===== src/shared/core_pkg.sv =====
// constants and types shared by the instruction execution unit
package core_pkg;
	// register byte offsets on the bus
	localparam logic [7:0] REG_CMD    = 8'h00;
	localparam logic [7:0] REG_WORK   = 8'h04;
	localparam logic [7:0] REG_STATUS = 8'h08;
	localparam logic [7:0] REG_TPH    = 8'h0C;
	localparam logic [7:0] REG_TDH    = 8'h10;
	localparam logic [7:0] REG_T0MODE = 8'h14;
	localparam logic [7:0] REG_FSEL   = 8'h18;
	localparam logic [7:0] REG_FDATA  = 8'h1C;
	// command word fields
	localparam int CMD_OP_LSB   = 0;
	localparam int CMD_IMM_LSB  = 8;
	localparam int CMD_FILE_LSB = 16;
	localparam int CMD_DEST_BIT = 24;
	// status bit positions
	localparam int ST_CARRY = 0;
	localparam int ST_NIB   = 1;
	localparam int ST_ZERO  = 2;
	// widths
	localparam int WORD_W  = 8;
	localparam int FILE_AW = 6;
	localparam int TPH_W   = 3;
	localparam int TDH_W   = 6;
	localparam int ROM_AW  = 11;
	localparam int ROM_DW  = 14;
	// reset values
	localparam logic [7:0] WORK_RST   = 8'h00;
	localparam logic [2:0] FLAGS_RST  = 3'h0;
	localparam logic [2:0] TPH_RST    = 3'h0;
	localparam logic [5:0] TDH_RST    = 6'h00;
	localparam logic [7:0] T0MODE_RST = 8'h00;
	localparam logic [5:0] FSEL_RST   = 6'h00;
	// instruction codes in the command word
	typedef enum logic [2:0] {
		OP_IMM_MINUS_WORK = 3'b000,
		OP_TABLE_READ     = 3'b001,
		OP_TMODE_LOAD     = 3'b010,
		OP_TMODE_READ     = 3'b011,
		OP_XOR_FILE       = 3'b100,
		OP_XOR_IMM        = 3'b101,
		OP_NONE_A         = 3'b110,
		OP_NONE_B         = 3'b111
	} op_type;
	// sequencer states
	typedef enum logic [2:0] {
		S_IDLE = 3'b000,
		S_EXEC = 3'b001,
		S_TBL1 = 3'b010,
		S_TBL2 = 3'b011,
		S_RDW  = 3'b100
	} state_type;
endpackage


===== src/rtl/exec_alu.sv =====
// arithmetic and logic for subtract and exclusive-or
`timescale 1ns/1ps
`default_nettype none
module exec_alu
(
	input  var  core_pkg::op_type op_in,
	input  wire logic [7:0]       work_in,
	input  wire logic [7:0]       imm_in,
	input  wire logic [7:0]       file_in,
	output logic      [7:0]       res_out,
	output logic                  carry_out,
	output logic                  nib_out,
	output logic                  zero_out
);
	logic [8:0] sub9;
	logic [4:0] nib5;

	// two's complement imm minus work, carry means no borrow
	always_comb
	begin
		sub9 = {1'b0, imm_in} + {1'b0, ~work_in} + 9'h001;
		nib5 = {1'b0, imm_in[3:0]} + {1'b0, ~work_in[3:0]} + 5'h01;
		if (op_in == core_pkg::OP_IMM_MINUS_WORK)
			res_out = sub9[7:0];
		else if (op_in == core_pkg::OP_XOR_FILE)
			res_out = work_in ^ file_in;
		else
			res_out = work_in ^ imm_in;
		carry_out = sub9[8];
		nib_out   = nib5[4];
		zero_out  = (res_out == 8'h00);
	end
endmodule
`default_nettype wire


===== src/rtl/exec_core.sv =====
// instruction execution unit with AHB-Lite register slave
`timescale 1ns/1ps
`default_nettype none
module exec_core
(
	input  wire logic        SYS_CLK_IN,
	input  wire logic        RST_IN,
	input  wire logic        HSEL_IN,
	input  wire logic [31:0] HADDR_IN,
	input  wire logic [1:0]  HTRANS_IN,
	input  wire logic        HWRITE_IN,
	input  wire logic [2:0]  HSIZE_IN,
	input  wire logic [31:0] HWDATA_IN,
	input  wire logic        HREADY_IN,
	output logic      [31:0] HRDATA_OUT,
	output logic             HREADYOUT_OUT,
	output logic             HRESP_OUT,
	output logic      [10:0] ROM_ADDR_OUT,
	output logic             ROM_RD_OUT,
	input  wire logic [13:0] ROM_DATA_IN,
	output logic      [7:0]  TIMER0_MODE_OUT
);
	core_pkg::state_type st_r;
	core_pkg::state_type st_nxt;
	core_pkg::op_type    op_r;
	logic                dp_r;
	logic                dp_wr_r;
	logic [7:0]          dp_addr_r;
	logic [7:0]          work_r;
	logic                carry_r;
	logic                nib_r;
	logic                zero_r;
	logic [2:0]          tph_r;
	logic [5:0]          tdh_r;
	logic [7:0]          t0m_r;
	logic [5:0]          fsel_r;
	logic [7:0]          imm_r;
	logic [5:0]          faddr_r;
	logic                dest_r;
	logic [31:0]         hrdata_r;
	logic                hready_r;
	logic                hresp_r;
	logic [10:0]         rom_addr_r;
	logic                rom_rd_r;
	logic                acc;
	logic                wr_now;
	logic                launch;
	logic                exec;
	logic                mem_we;
	logic [5:0]          mem_waddr;
	logic [7:0]          mem_wdata;
	logic [5:0]          mem_raddr;
	logic [7:0]          mem_rdata;
	logic [7:0]          alu_res;
	logic                alu_c;
	logic                alu_dc;
	logic                alu_z;
	logic [7:0]          rom_lo;
	logic [5:0]          rom_hi;

	// word-aligned register hit
	function automatic logic hit(input logic [7:0] a, input logic [7:0] off);
		return a[7:2] == off[7:2];
	endfunction

	// bus phase qualifiers
	assign acc    = HSEL_IN & HTRANS_IN[1] & HREADY_IN;
	assign wr_now = dp_r & dp_wr_r & HREADY_IN;
	assign launch = wr_now & hit(dp_addr_r, core_pkg::REG_CMD);
	assign exec   = (st_r == core_pkg::S_EXEC);
	assign rom_lo = ROM_DATA_IN[7:0];
	assign rom_hi = ROM_DATA_IN[13:8];

	// address phase capture
	always_ff @(posedge SYS_CLK_IN)
	begin
		if (RST_IN)
		begin
			dp_r      <= 1'b0;
			dp_wr_r   <= 1'b0;
			dp_addr_r <= 8'h00;
		end
		else if (HREADY_IN)
		begin
			dp_r      <= acc;
			dp_wr_r   <= HWRITE_IN;
			dp_addr_r <= HADDR_IN[7:0];
		end
	end

	// sequencer next state
	always_comb
	begin
		st_nxt = st_r;
		unique case (st_r)
			core_pkg::S_IDLE:
			begin
				if (launch)
				begin
					if (HWDATA_IN[2:0] == core_pkg::OP_TABLE_READ)
						st_nxt = core_pkg::S_TBL1;
					else
						st_nxt = core_pkg::S_EXEC;
				end
				else if (acc && !HWRITE_IN)
					st_nxt = core_pkg::S_RDW;
			end
			core_pkg::S_EXEC, core_pkg::S_TBL2:
			begin
				if (dp_r && !dp_wr_r)
					st_nxt = core_pkg::S_RDW;
				else
					st_nxt = core_pkg::S_IDLE;
			end
			core_pkg::S_TBL1: st_nxt = core_pkg::S_TBL2;
			core_pkg::S_RDW:  st_nxt = core_pkg::S_IDLE;
			default:          st_nxt = core_pkg::S_IDLE;
		endcase
	end

	// sequencer state and ready; stall while busy
	always_ff @(posedge SYS_CLK_IN)
	begin
		if (RST_IN)
		begin
			st_r     <= core_pkg::S_IDLE;
			hready_r <= 1'b1;
			hresp_r  <= 1'b0;
		end
		else
		begin
			st_r     <= st_nxt;
			hready_r <= (st_nxt == core_pkg::S_IDLE);
			hresp_r  <= 1'b0;
		end
	end

	// command latch on launch
	always_ff @(posedge SYS_CLK_IN)
	begin
		if (RST_IN)
		begin
			op_r    <= core_pkg::OP_NONE_A;
			imm_r   <= 8'h00;
			faddr_r <= 6'h00;
			dest_r  <= 1'b0;
		end
		else if (launch)
		begin
			op_r    <= core_pkg::op_type'(HWDATA_IN[core_pkg::CMD_OP_LSB +: 3]);
			imm_r   <= HWDATA_IN[core_pkg::CMD_IMM_LSB +: 8];
			faddr_r <= HWDATA_IN[core_pkg::CMD_FILE_LSB +: 6];
			dest_r  <= HWDATA_IN[core_pkg::CMD_DEST_BIT];
		end
	end

	// work register
	always_ff @(posedge SYS_CLK_IN)
	begin
		if (RST_IN)
			work_r <= core_pkg::WORK_RST;
		else if (wr_now && hit(dp_addr_r, core_pkg::REG_WORK))
			work_r <= HWDATA_IN[7:0];
		else if (exec)
		begin
			unique case (op_r)
				core_pkg::OP_IMM_MINUS_WORK: work_r <= alu_res;
				core_pkg::OP_TMODE_READ:     work_r <= t0m_r;
				core_pkg::OP_XOR_FILE:
				begin
					if (!dest_r)
						work_r <= alu_res;
				end
				core_pkg::OP_XOR_IMM:        work_r <= alu_res;
				default:                     work_r <= work_r;
			endcase
		end
		else if (st_r == core_pkg::S_TBL2)
			work_r <= rom_lo;
	end

	// status flags; load, read and table leave them alone
	always_ff @(posedge SYS_CLK_IN)
	begin
		if (RST_IN)
			{zero_r, nib_r, carry_r} <= core_pkg::FLAGS_RST;
		else if (wr_now && hit(dp_addr_r, core_pkg::REG_STATUS))
		begin
			carry_r <= HWDATA_IN[core_pkg::ST_CARRY];
			nib_r   <= HWDATA_IN[core_pkg::ST_NIB];
			zero_r  <= HWDATA_IN[core_pkg::ST_ZERO];
		end
		else if (exec && op_r == core_pkg::OP_IMM_MINUS_WORK)
		begin
			carry_r <= alu_c;
			nib_r   <= alu_dc;
			zero_r  <= alu_z;
		end
		else if (exec && (op_r == core_pkg::OP_XOR_FILE || op_r == core_pkg::OP_XOR_IMM))
			zero_r <= alu_z;
	end

	// table pointer, table data high, timer mode, file select
	always_ff @(posedge SYS_CLK_IN)
	begin
		if (RST_IN)
		begin
			tph_r  <= core_pkg::TPH_RST;
			tdh_r  <= core_pkg::TDH_RST;
			t0m_r  <= core_pkg::T0MODE_RST;
			fsel_r <= core_pkg::FSEL_RST;
		end
		else
		begin
			if (wr_now && hit(dp_addr_r, core_pkg::REG_TPH))
				tph_r <= HWDATA_IN[2:0];
			if (wr_now && hit(dp_addr_r, core_pkg::REG_FSEL))
				fsel_r <= HWDATA_IN[5:0];
			if (st_r == core_pkg::S_TBL2)
				tdh_r <= rom_hi;
			if (exec && op_r == core_pkg::OP_TMODE_LOAD)
				t0m_r <= work_r;
		end
	end

	// program memory request, address held over the table read
	always_ff @(posedge SYS_CLK_IN)
	begin
		if (RST_IN)
		begin
			rom_addr_r <= 11'h000;
			rom_rd_r   <= 1'b0;
		end
		else
		begin
			if (st_nxt == core_pkg::S_TBL1)
				rom_addr_r <= {tph_r, work_r};
			rom_rd_r <= (st_nxt == core_pkg::S_TBL1);
		end
	end

	// read data during the read wait cycle
	always_ff @(posedge SYS_CLK_IN)
	begin
		if (RST_IN)
			hrdata_r <= 32'h0000_0000;
		else if (st_r == core_pkg::S_RDW)
		begin
			hrdata_r <= 32'h0000_0000;
			if (hit(dp_addr_r, core_pkg::REG_CMD))
				hrdata_r <= {7'h00, dest_r, 2'h0, faddr_r, imm_r, 5'h00, op_r};
			if (hit(dp_addr_r, core_pkg::REG_WORK))
				hrdata_r <= {24'h000000, work_r};
			if (hit(dp_addr_r, core_pkg::REG_STATUS))
				hrdata_r <= {29'h00000000, zero_r, nib_r, carry_r};
			if (hit(dp_addr_r, core_pkg::REG_TPH))
				hrdata_r <= {29'h00000000, tph_r};
			if (hit(dp_addr_r, core_pkg::REG_TDH))
				hrdata_r <= {26'h0000000, tdh_r};
			if (hit(dp_addr_r, core_pkg::REG_T0MODE))
				hrdata_r <= {24'h000000, t0m_r};
			if (hit(dp_addr_r, core_pkg::REG_FSEL))
				hrdata_r <= {26'h0000000, fsel_r};
			if (hit(dp_addr_r, core_pkg::REG_FDATA))
				hrdata_r <= {24'h000000, mem_rdata};
		end
	end

	// file memory ports; operand fetched while the command is written
	always_comb
	begin
		if (launch)
			mem_raddr = HWDATA_IN[core_pkg::CMD_FILE_LSB +: 6];
		else if (wr_now && hit(dp_addr_r, core_pkg::REG_FSEL))
			mem_raddr = HWDATA_IN[5:0];
		else
			mem_raddr = fsel_r;
		mem_we    = (wr_now && hit(dp_addr_r, core_pkg::REG_FDATA))
			|| (exec && op_r == core_pkg::OP_XOR_FILE && dest_r);
		mem_waddr = exec ? faddr_r : fsel_r;
		mem_wdata = exec ? alu_res : HWDATA_IN[7:0];
	end

	file_mem u_mem
	(
		.clk_in    (SYS_CLK_IN),
		.we_in     (mem_we),
		.waddr_in  (mem_waddr),
		.wdata_in  (mem_wdata),
		.raddr_in  (mem_raddr),
		.rdata_out (mem_rdata)
	);

	exec_alu u_alu
	(
		.op_in     (op_r),
		.work_in   (work_r),
		.imm_in    (imm_r),
		.file_in   (mem_rdata),
		.res_out   (alu_res),
		.carry_out (alu_c),
		.nib_out   (alu_dc),
		.zero_out  (alu_z)
	);

	// port drivers, all from flops
	assign HRDATA_OUT      = hrdata_r;
	assign HREADYOUT_OUT   = hready_r;
	assign HRESP_OUT       = hresp_r;
	assign ROM_ADDR_OUT    = rom_addr_r;
	assign ROM_RD_OUT      = rom_rd_r;
	assign TIMER0_MODE_OUT = t0m_r;
endmodule
`default_nettype wire


===== src/rtl/file_mem.sv =====
// file register memory, registered read, write-through
`timescale 1ns/1ps
`default_nettype none
module file_mem
(
	input  wire logic       clk_in,
	input  wire logic       we_in,
	input  wire logic [5:0] waddr_in,
	input  wire logic [7:0] wdata_in,
	input  wire logic [5:0] raddr_in,
	output logic      [7:0] rdata_out
);
	logic [7:0] mem_r [0:63];
	logic [7:0] rdata_r;

	// storage write
	always_ff @(posedge clk_in)
	begin
		if (we_in)
			mem_r[waddr_in] <= wdata_in;
	end

	// read port, new data wins on same address
	always_ff @(posedge clk_in)
	begin
		if (we_in && (waddr_in == raddr_in))
			rdata_r <= wdata_in;
		else
			rdata_r <= mem_r[raddr_in];
	end

	assign rdata_out = rdata_r;
endmodule
`default_nettype wire


===== config.mk =====
export PLATFORM = sky130hd
export DESIGN_NAME = exec_core
export DESIGN_NICKNAME = d
export VERILOG_FILES = /design/src/shared/core_pkg.sv /design/src/rtl/exec_alu.sv /design/src/rtl/exec_core.sv /design/src/rtl/file_mem.sv
export SDC_FILE = /design/constraint.sdc
export NUM_CORES = 1
export LEC_CHECK = 0
export ABC_AREA = 1
export BUFFER_PORTS_ARGS = -buffer_cell sky130_fd_sc_hd__buf_2
export CORE_UTILIZATION = 27
export DETAILED_ROUTE_END_ITERATION = 10
export GPL_TIMING_DRIVEN = 0
export MAX_ROUTING_LAYER = met4
export PLACE_DENSITY = 0.43
export SLEW_MARGIN = 15
export SYNTH_ARGS = -nofsm -noshare
export SYNTH_HDL_FRONTEND = slang
export SYNTH_SLANG_ARGS = --single-unit

===== constraint.sdc =====
create_clock -name SYS_CLK_IN -period 4.3 [get_ports SYS_CLK_IN]
set_input_delay 0.215 -clock SYS_CLK_IN [delete_from_list [all_inputs] [get_ports SYS_CLK_IN]]
set_output_delay 0.215 -clock SYS_CLK_IN [all_outputs]
set_load 0.01 [all_outputs]

-- Word-level counts from Yosys, hierarchy flattened
Memories as Yosys holds them, arrays and structs flattened. A register that Yosys moved wholly into a read port is not among the register bits.
Cells that the tools add are included.
- reduce and logical (&&, ||, !) cells: 27
- $add $sub $neg: 4
- muxes and demuxes: 33
- eq/ne operators: 19
- bitwise logic cells: 9
- operator list (operator ; count):
    $mux 32 ; 7
    $mux 8 ; 7
    $mux 25 ; 1
    $eq 6x3->1 const B ; 4
    $pmux 8 s3 ; 1
    $mux 6 ; 3
    $xor 8x8->8 ; 2
    $eq 3x2->1 const B ; 5
    $eq 6x2->1 const B ; 2
    $logic_and 1x1->1 ; 12
    $add 8x8->9 ; 1
    $add 9x1->9 const B ; 1
    $eq 3x3->1 const B ; 3
    $logic_not 3->1 ; 3
    $mux 1 ; 9
    $mux 3 ; 3
    $pmux 3 s3 ; 1
    $logic_not 8->1 ; 1
    $not 8->8 ; 1
    $eq 3x1->1 const B ; 2
    $eq 6x1->1 const B ; 1
    $logic_not 6->1 ; 1
    $reduce_bool 3->1 ; 2
    $add 4x4->5 ; 1
    other kinds (11) ; 18
- memories: 1
- output and inout bits: 54
- bits in registers: 110
- memory bits (writable): 512
- memory list (name ; words ; width ; read ports ; clocked after Yosys merged registers in ; wr ports ; RTL line ; text):
    u_mem.mem_r ; 64 ; 8 ; 1 ; 1 ; 1 ; file_mem.sv:13 ; logic [7:0] mem_r [0:63];

-- Depth between registers and ports, before layout
Gate-level depths: netlist of run 1.
- depth after elaboration: 9
- mapped depth: 21
- gate-level depth less buffers: 18

-- By module
Synthesis of run 1 repeated with hierarchy kept, for this count alone.
- cells, all modules: 2617
- area, all modules: 26676.8 um2
- modules (own cells, without submodules) (module ; cells each ; times used ; area each (um2)):
    file_mem ; 1803 ; 1 ; 21299.2
    exec_core ; 656 ; 1 ; 4541.9
    exec_alu ; 158 ; 1 ; 835.8

-- Worst setup path after synthesis of run 1
Ideal clock, no wire load.
- path kind: register to register
- start point: reg with a tool-made name
- end point: mem u_mem.mem_r[0][2], data pin
- slack: -0.487 ns
- arrival: 4.085 ns
- data required time: 3.598 ns
- buffers on the path: 3
- stages on the path, launching flop included: 18
- cell sequence: dfxtp_1 -> buf_6 -> inv_4 -> buf_8 -> buf_6 -> nand2_1 -> nand3_1 -> nand3_1 -> nand2_1 -> nand2_1 -> nand2_1 -> o211ai_2 -> nand3_1 -> nand2_1 -> nand2_1 -> nand3_1 -> nand2_1 -> o21ai_0
- RTL lines (item ; RTL line):
    to (decl) ; file_mem.sv:13

-- Final worst setup path of run 1
- start point: reg st_r[0]
- end point: mem u_mem.mem_r[37][4], enable pin
- longest elaborated chain between the ends: 6
- elaborated cells on any way between the ends: 7
- RTL lines (item ; RTL line ; text):
    from (decl) ; exec_core.sv:23 ; core_pkg::state_type st_r;
    from (signal assigned) ; exec_core.sv:126 ; st_r <= core_pkg::S_IDLE;
    from (signal assigned) ; exec_core.sv:132 ; st_r <= st_nxt;
    $eq 3x1->1 * ; exec_core.sv:70 ; assign exec = (st_r == core_pkg::S_EXEC);
    $logic_and 1x1->1 (2 in series) ; exec_core.sv:279 ; || (exec && op_r == core_pkg::OP_XOR_FILE && dest_r);
    $logic_or 1x1->1 ; exec_core.sv:279 ;
    $mux 1 ; file_mem.sv:19 ; if (we_in)
    $mux 1 (not written as such) ; file_mem.sv:20 ; mem_r[waddr_in] <= wdata_in;
Mark *: on every way between the ends. The rest lies on a longest branch, timed or not.

==> metrics list, run 1 <==
- Gate count of the mapped netlist: 2505
- Compound-cell area share of the yosys netlist: 5.97%
- Unique cell type count in the Yosys netlist: 44
- Post-CTS timing repair inserted 0 buffers for setup.
- Async set-or-reset flop fraction in the synthesized netlist: 0%
- Sequential cell area fraction in the yosys report: 67.0%
- After detailed routing, the total wire length is 103000 um.
- TritonCTS built the clock tree.
* Area of the core: 95300 um^2
* Number of remaining DRC errors: 0
* Register bit total from synthesis: 617
* Final GP Congestion: 0.995
- The post-route netlist has 13.6% of its cells at a drive strength greater than 1.
* HPWL reported at the end of detailed placement: 72500 um
- Critical path capture point type: flop
- In this run, synthesis inferred 512 flip-flops with an integrated enable.
- Post-synthesis cell area: 26100 um^2
- Via Count: 20182
* Placement Setup Slack: 0.0525 ns
- Rel. slew slack: 14.1%
- Die outline width: 313 um
* Count of port buffers added during placement: 91
- Grt ovf: 0
- The analysis attributes to cell leakage a power of 11.6 nW.
- Cell at the root of the clock tree: clkbuf_16
* Number of top-level pins: 142
* Cell area power density: 421 nW/um^2
* Number of endpoints failing setup at the final stage: 0
- Pwr Total: 0.0132 W
- Share of synthesized cell area in and, or, nand and nor gates: 21.9%
* Final max-slew violation count: 0
* Count of routing violations after the opening detailed-route iteration: 1982
* Routed wire per std cell: 25.5 um
* Cells after DPL: 3879
* Worst endpoint required time: 4.53 ns
- Of the total synthesized cell area, the portion taken by full adders, half adders and majority gates is 0.460%.
- Area fraction of the dominant cell type after synthesis: 58.9%
- Buffer levels on the longest clock path: 3
- Once the floorplan was initialized, standard cells occupied 27.4% of the core.
* Worst Max-Slew Pin Slew: 1.28 ns
- The number of antenna violations at the first check in global routing came to 2.
* Final critical-path setup slack: 0.0554 ns
* Largest net degree at the start of global routing: 65
- Via count of the first global-routing pass: 19630
- TritonRoute pass-1 iters: 6
* Number of hold violations in the final report: 0
- Num Clock Sinks: 617
- Derived from the worst setup path, the maximum achievable clock frequency is 236 MHz.
- Synthesized area per cell: 10.4 um^2
* GRT Total Usage: 21.5%
- Clock input transition at the sequential cells of the worst setup and hold paths: 0.06 ns
- The floorplan has 113 rows.
- In the routed layout, each cell is associated on average with a via count of 4.99.
- After synthesis, the largest family of logic cells by area is simple AND/OR/NAND/NOR gates.
- Post-route non-filler standard cell count: 4048
- Skew final: 0.0313 ns
- Number of buffers inserted during clock tree synthesis: 70
* Die H: 313 um
- RSZ-0062 raised after global routing: true
- The later pin in the worst-skew pair is clocked with a latency of 0.64 ns.
* Core occupancy in the finished layout: 32.9%
- Startpoint kind of the worst setup timing path: flop
* Largest fanout on the critical path: 10
- Cell taking the most area after synthesis: edfxtp_1
* MaxCap Viol Count: 0
- Mux contribution to synthesized area: 0%
* Count of nets left with antenna violations after detail routing: 0
* Final net count: 2827
- Path class of the lowest-slack min-delay path: primary input to flop
* Area share of xor/xnor cells in the synthesized design: 0.0336%
- Area growth from synthesis to layout: 20.0%
- After layout, the minimum clock period comes to 4.24 ns.
* Main synth FF type: edfxtp_1
* Final period utilization: 98.7%
- The first global-routing pass estimated 146000 um of wire.
- Level count of the clock H-tree: 3
- CP arrival: 4.47 ns
* Count of synthesis-stage warnings from yosys: 0
- The die covers 97900 um^2.
* Crit Path Class: flop to flop
* Number of diodes added for antenna fixing: 0
* Ranking of synthesized cells by area: edfxtp_1 59%, nand2_1 11%, dfxtp_1 8.1%
* Result of the run: finished clean
- Across the VDD grid, the largest voltage drop is 0.000259 V.
-- cell type report --
class,count,area (um^2)
timing repair buffer,144,1140
inverter,84,318
clock inverter,42,445
sequential,617,17500
multi-input combinational,1664,7630
tap,1265,1580
buffer,149,888
fill,9761,64000
clock buffer,83,1830
-- power by group --
group          leakage, nW  internal (W)  switching [W]  total [W]
combinational         5.02      0.000174       0.000402   0.000576
sequential            5.46       0.00655      0.0000202    0.00657
clock                 1.10       0.00349        0.00254    0.00603
-- registers in the layout (all words and copies together) (netlist names), 3 cells and up, named ones only --
register         flops
u_mem.mem_r        512
HRDATA_OUT          23
ROM_ADDR_OUT        11
TIMER0_MODE_OUT      8
imm_r                8
work_r               8
dp_addr_r            6
faddr_r              6
fsel_r               6
tdh_r                6
op_r                 3
st_r                 3
tph_r                3
-- worst max-delay path: stages (launching register included) --
cell and delay, ns:
dfxtp_1 0.35, inv_1 0.07, nor2_1 0.30, inv_1 0.10, nor2_1 0.20, inv_1 0.19
clkbuf_1 0.32, o21ai_0 0.84, nand2_1 0.41, nor2_1 1.07
-- cell usage in the layout (no fill, tap or decap), types with 6 or more instances in the layout --
cell type	count
buf_1	11
nor2_2	48
inv_1	75
a21oi_1	82
bufinv_16	7
buf_16	8
clkbuf_1	45
nand3_1	418
clkinv_2	8
dlygate4sd3_1	44
o22ai_1	17
conb_1	10
nor2_1	134
dfxtp_1	105
ha_1	8
clkinv_1	19
o21ai_0	124
buf_6	23
buf_2	151
edfxtp_1	512
o211ai_1	6
clkbuf_16	71
nand2_1	747
o221ai_1	13
a221o_1	8
buf_4	18
or2_2	8
-- stage by stage --
| stage | hold WS (ns) | TNS, ns | cell area (um^2) |
|---|---|---|---|
| 2_1_floorplan | 0.345 | 0 | 26100 |
| 3_3_place_gp | 0.452 | -950.61 | 28200 |
| 3_5_place_dp | 0.456 | 0 | 28500 |
| 4_1_cts | 0.0145 | 0 | 31200 |
| 5_1_grt | 0.0588 | -8.26 | 31300 |
| 6_report | 0.0277 | 0 | 31300 |
-- synthesized netlist by cell type, types with 2 or more instances --
library cell and n:
nand2_1 751, edfxtp_1 512, nand3_1 418, nor2_1 180, o21ai_0 128, dfxtp_1 105
a21oi_1 82, inv_1 75, buf_2 60, clkbuf_1 34, buf_6 23, buf_4 18
o22ai_1 17, buf_1 13, o221ai_1 13, a221o_1 8, ha_1 8, or2_2 8
o211ai_1 6, a31oi_1 4, clkinv_1 4, inv_2 4, nor3_1 4, o31ai_1 4
a221oi_1 3, nand4_1 3, nor2_2 2, o211ai_2 2
-- timing repair --
item | CTS | global route
setup endpoints to repair | 0 | 248
endpoints found under the hold margin | 43 | 0
resized for setup | 0 | 19
hold buffers | 44 | 0
-- worst paths after layout --
kind	start	to	slack, ns	depth (start not counted)
max	st_r[0]$_SDFF_PP0_	u_mem.mem_r[37][4]$_DFFE_PP_	0.06	9
min	ROM_DATA_IN[7]	work_r[7]$_SDFFE_PP0P_	0.03	4
max reg2reg	st_r[0]$_SDFF_PP0_	u_mem.mem_r[37][4]$_DFFE_PP_	0.06	9
min reg2reg	tdh_r[5]$_SDFFE_PP0P_	tdh_r[5]$_SDFFE_PP0P_	0.47	2
-- cells by family after synthesis --
logic type,count (synthesis)
xor+xnor,1
flops,617
simple gates,1370
compound gates,274
buf+inv,233
fa+ha+maj,9
other cells,1
-- metal layers --
layer / vias to the layer above / routed length [um] / track usage (%) / share of wire [%]
li1: 9170 / - / - / -
met1: 10125 / 46900 / 29.3 / 45
met2: 698 / 47600 / 33.4 / 46
met3: 189 / 5490 / 2.43 / 5.3
met4: 0 / 3180 / 6.85 / 3.1
met5: - / 0 / - / 0
(Power assumes the default switching activity.)
==> inputs of run 2 (changes only) <==
--- a/config.mk
+++ b/config.mk
@@ -5,7 +5,6 @@
 export SDC_FILE = /design/constraint.sdc
 export NUM_CORES = 1
 export LEC_CHECK = 0
-export ABC_AREA = 1
 export BUFFER_PORTS_ARGS = -buffer_cell sky130_fd_sc_hd__buf_2
 export CORE_UTILIZATION = 27
 export DETAILED_ROUTE_END_ITERATION = 10
==> run 2 against run 1 <==
Cell count fell by 21%. Via count down 21%. Hold slack improved by 0.023 ns. Clock power is 4.1% lower.
==> metrics list, run 2 <==
- The overflow left after global routing was 0 (unchanged).
- The max capacitance violation total was 0 (unchanged).
* Sequential cell area fraction in the yosys report: 68.7% (was 67.0%)
- The die height was 309 um (was 313 um).
- The final wirelength came to 87800 um (was 103000 um).
- Max FFs per register: 512 (unchanged)
* RSZ-0062 raised after global routing: true (unchanged)
* Number of diodes added for antenna fixing: 0 (unchanged)
- The total CTS buffers came to 70 (unchanged).
* Final period utilization: 99.7% (was 98.7%)
* Number of remaining DRC errors: 0 (unchanged)
- The via count of the first global-routing pass was 15921 (was 19630).
- Most instantiated cells after synthesis: 512 x edfxtp_1, 168 x nor2_1, 150 x nand2_1 (was 751 x nand2_1, 512 x edfxtp_1, 418 x nand3_1)
- CTS tree: yes (unchanged)
* Unique cell type count in the Yosys netlist: 73 (was 44)
* Routed wire per std cell: 27.6 um (was 25.5 um)
* Clock input transition at the sequential cells of the worst setup and hold paths: 0.06 ns (about the same)
- The count of nets left with antenna violations after detail routing is 0 (unchanged).
- Peak supply drop: 0.000213 V (was 0.000259 V)
* Placement-stage cell area: 27900 um^2 (was 28500 um^2)
- Number of top-level pins: 142 (unchanged)
- Ranking of synthesized cells by area: edfxtp_1 60%, mux4_2 11%, dfxtp_1 8.3% (was edfxtp_1 59%, nand2_1 11%, dfxtp_1 8.1%).
- Largest net degree at the start of global routing: 65 (unchanged)
- The number of enable flip-flop cells after synthesis was 512 (unchanged).
- The final net count was 1974 (was 2827).
- Count of routing violations after the opening detailed-route iteration: 1431 (was 1982)
- The total power density per cell area came to 410 nW/um^2 (was 421 nW/um^2).
* Path class of the lowest-slack min-delay path: primary input to flop (unchanged)
- Post-synthesis cell area: 25400 um^2 (was 26100 um^2)
- The share of Yosys cell area claimed by the top area cell type is 60.5% (was 58.9%).
* GRT Total Usage: 18.8% (was 21.5%)
- Synthesized area per cell: 15.5 um^2 (was 10.4 um^2)
- CP cell instances: buf_6 -> buf_4 -> mux4_2 -> a22oi_1 -> nand3_1 -> nand4_1 -> or3b_1 -> and3_1 -> a211oi_2 -> nand2_2 -> nand2_8 (was inv_1 -> nor2_1 -> inv_1 -> nor2_1 -> inv_1 -> clkbuf_1 -> o21ai_0 -> nand2_1 -> nor2_1)
- The library cell with the highest instance count after synthesis is edfxtp_1 (was nand2_1).
- HPWL reported at the end of detailed placement: 60500 um (was 72500 um)
- The largest buffer count on any clock path came to 3 (unchanged).
- The total via count after detailed routing came to 15866 (was 20182).
- Area of the core: 93300 um^2 (was 95300 um^2)
* Later-pin clock latency in the skew report: 0.62 ns (was 0.64 ns)
- The startpoint-to-endpoint class of the critical path was flop to flop (unchanged).
- Num Clock Sinks: 617 (unchanged)
- The relative max-transition margin is 28.3% (was 14.1%).
* Effective utilization at floorplan: 27.2% (was 27.4%)
- Result of the run: finished clean (unchanged)
- The critical path's slowest cell was mux4_2 (was nor2_1).
- Largest fanout on the critical path: 32 (was 10)
- The required time of the critical path is 4.69 ns (was 4.53 ns).
- Largest delay contributor family on the critical path: simple AND/OR/NAND/NOR gates (unchanged)
- Async set-or-reset flop fraction in the synthesized netlist: 0% (unchanged)
- The setup TNS is 0 ns (unchanged).
* Number of hold violations in the final report: 0 (unchanged)
* Area growth from synthesis to layout: 20.7% (was 20.0%)
* Final critical path time including I/O delays and setup: 4.29 ns (was 4.24 ns)
- The number of instances in the synthesized netlist was 1645 (was 2505).
- Die outline width: 309 um (was 313 um)
- Maximum cell stage delay along the critical path: 0.55 ns (was 1.07 ns)
* First-pass GRT wire length: 122000 um (was 146000 um)
- CP arrival: 4.67 ns (was 4.47 ns)
- Final GP Congestion: 0.941 (was 0.995)
- Ratio of cells with drive above 1 in the final layout: 21.9% (was 13.6%)
- Worst Max-Slew Pin Slew: 1.07 ns (was 1.28 ns)
* TritonRoute pass-1 iters: 6 (unchanged)
* Register bit total from synthesis: 617 (unchanged)
* DR vias/cell: 4.98 (was 4.99)
- The number of warnings issued by yosys came to 0 (unchanged).
- Cell taking the most area after synthesis: edfxtp_1 (unchanged)
* Main synth FF type: edfxtp_1 (unchanged)
- Static Leak: 9.85 nW (was 11.6 nW)
* Largest Register: u_mem.mem_r (unchanged)
- The number of antenna violations at the first check in global routing is 0 (was 2).
* Level count of the clock H-tree: 3 (unchanged)
- Row count: 112 (was 113)
- The endpoint class of the critical path was a flop (unchanged).
- Most common cell after layout, fill and taps aside: edfxtp_1 (was nand2_1)
* Number of endpoints failing setup at the final stage: 0 (unchanged)
- Top library cells by usage in the layout, fill and taps aside: 512 x edfxtp_1, 167 x nor2_1, 148 x nand2_1 (was 747 x nand2_1, 512 x edfxtp_1, 418 x nand3_1)
* Startpoint kind of the worst setup timing path: flop (unchanged)
* Cell at the root of the clock tree: clkbuf_16 (unchanged)
* Cell area after layout: 30700 um^2 (was 31300 um^2)
- Skew final: 0.0355 ns (was 0.0313 ns)
* Buf+Inv Stages, Crit Path: 2 (was 4)
- The max-slew violation total from the final report was 0 (unchanged).
- The die outline area was 95400 um^2 (was 97900 um^2).
- The number of buffers added on ports came to 91 (unchanged).
- Achievable clock frequency: 233 MHz (was 236 MHz)
-- run 2: cell count changes after synthesis, moves of 21 or more --
cell,change
a22oi_1,+43
buf_2,-43
clkbuf_1,+21
inv_1,-56
mux2i_1,+52
mux4_2,+123
nand2_1,-601
nand3_1,-379
o21ai_0,-106
-- run 2: stage by stage --
step           setup slack [ns]  total power [W]  cells  hold WS, ns  utilization, %
3_3_place_gp              -4.57          0.00687   2999        0.441            29.5
4_1_cts                 0.00749           0.0127   3183       0.0306            32.8
5_1_grt                 -0.0398           0.0129   3184       0.0768            32.9
3_5_place_dp             -0.780          0.00690   3014        0.445            29.9
6_report                 0.0145           0.0126   3184       0.0503            32.9
2_1_floorplan            -0.128          0.00673   1654        0.336               -
-- run 2: what timing repair did --
action,in CTS,in global routing
setup endpoints to repair,443,283
hold endpoints to repair,48,0
gates resized for setup,17,13
pin swaps,3,1
cloned,1,1
hold buffers,38,0
buffers inserted,5,0
-- run 2: worst register-to-register path: stages (launching register included) --
cell      delay, ns
dfxtp_1        0.33
buf_6          0.15
buf_4          0.34
mux4_2         0.57
a22oi_1        0.29
nand3_1        0.24
nand4_1        0.21
or3b_1         0.52
and3_1         0.27
a211oi_2       0.44
nand2_2        0.33
nand2_8        0.32
-- run 2: logic make-up after synthesis --
logic type,Yosys count,share of synthesized area [%]
buffers and inverters,130,2.71
flip-flops,617,68.7
AO/OA/AOI/OAI,231,6.03
other,1,0.0147
XOR/XNOR,16,0.551
multiplexers,185,13.4
AND/OR/NAND/NOR,456,8.06
adder cells (fa/ha/maj),9,0.472
-- run 2: layout make-up --
class | instances | area [um^2]
Sequential cell | 617 | 17500
Tap cell | 1254 | 1570
Clock buffer | 92 | 1910
Timing Repair Buffer | 149 | 1200
Buffer | 109 | 653
Clock inverter | 33 | 303
Multi-Input combinational cell | 909 | 7500
Fill cell | 9174 | 62600
Inverter | 21 | 78.8
-- run 2: routing by layer --
metal	vias to the layer above	global-route usage [%]	wire length (um)
li1	6860	-	-
met1	8286	24.3	37900
met2	579	30.3	42000
met3	141	2.88	5080
met4	0	6.26	2770
met5	-	-	0
-- run 2: power by group --
group          internal, W  switching (W)
combinational     0.000118       0.000218
clock              0.00333        0.00245
sequential         0.00647     0.00000511
-- run 2: worst paths after layout --
kind / to / slack (ns) / cells after the start / start
max: u_mem.mem_r[4][7]$_DFFE_PP_ / 0.01 / 11 / flop
min: work_r[3]$_SDFFE_PP0P_ / 0.05 / 5 / ROM_DATA_IN[3]
max reg2reg: u_mem.mem_r[4][7]$_DFFE_PP_ / 0.01 / 11 / flop
min reg2reg: ROM_ADDR_OUT[6]$_SDFFE_PP0P_ / 0.45 / 2 / ROM_ADDR_OUT[6]$_SDFFE_PP0P_
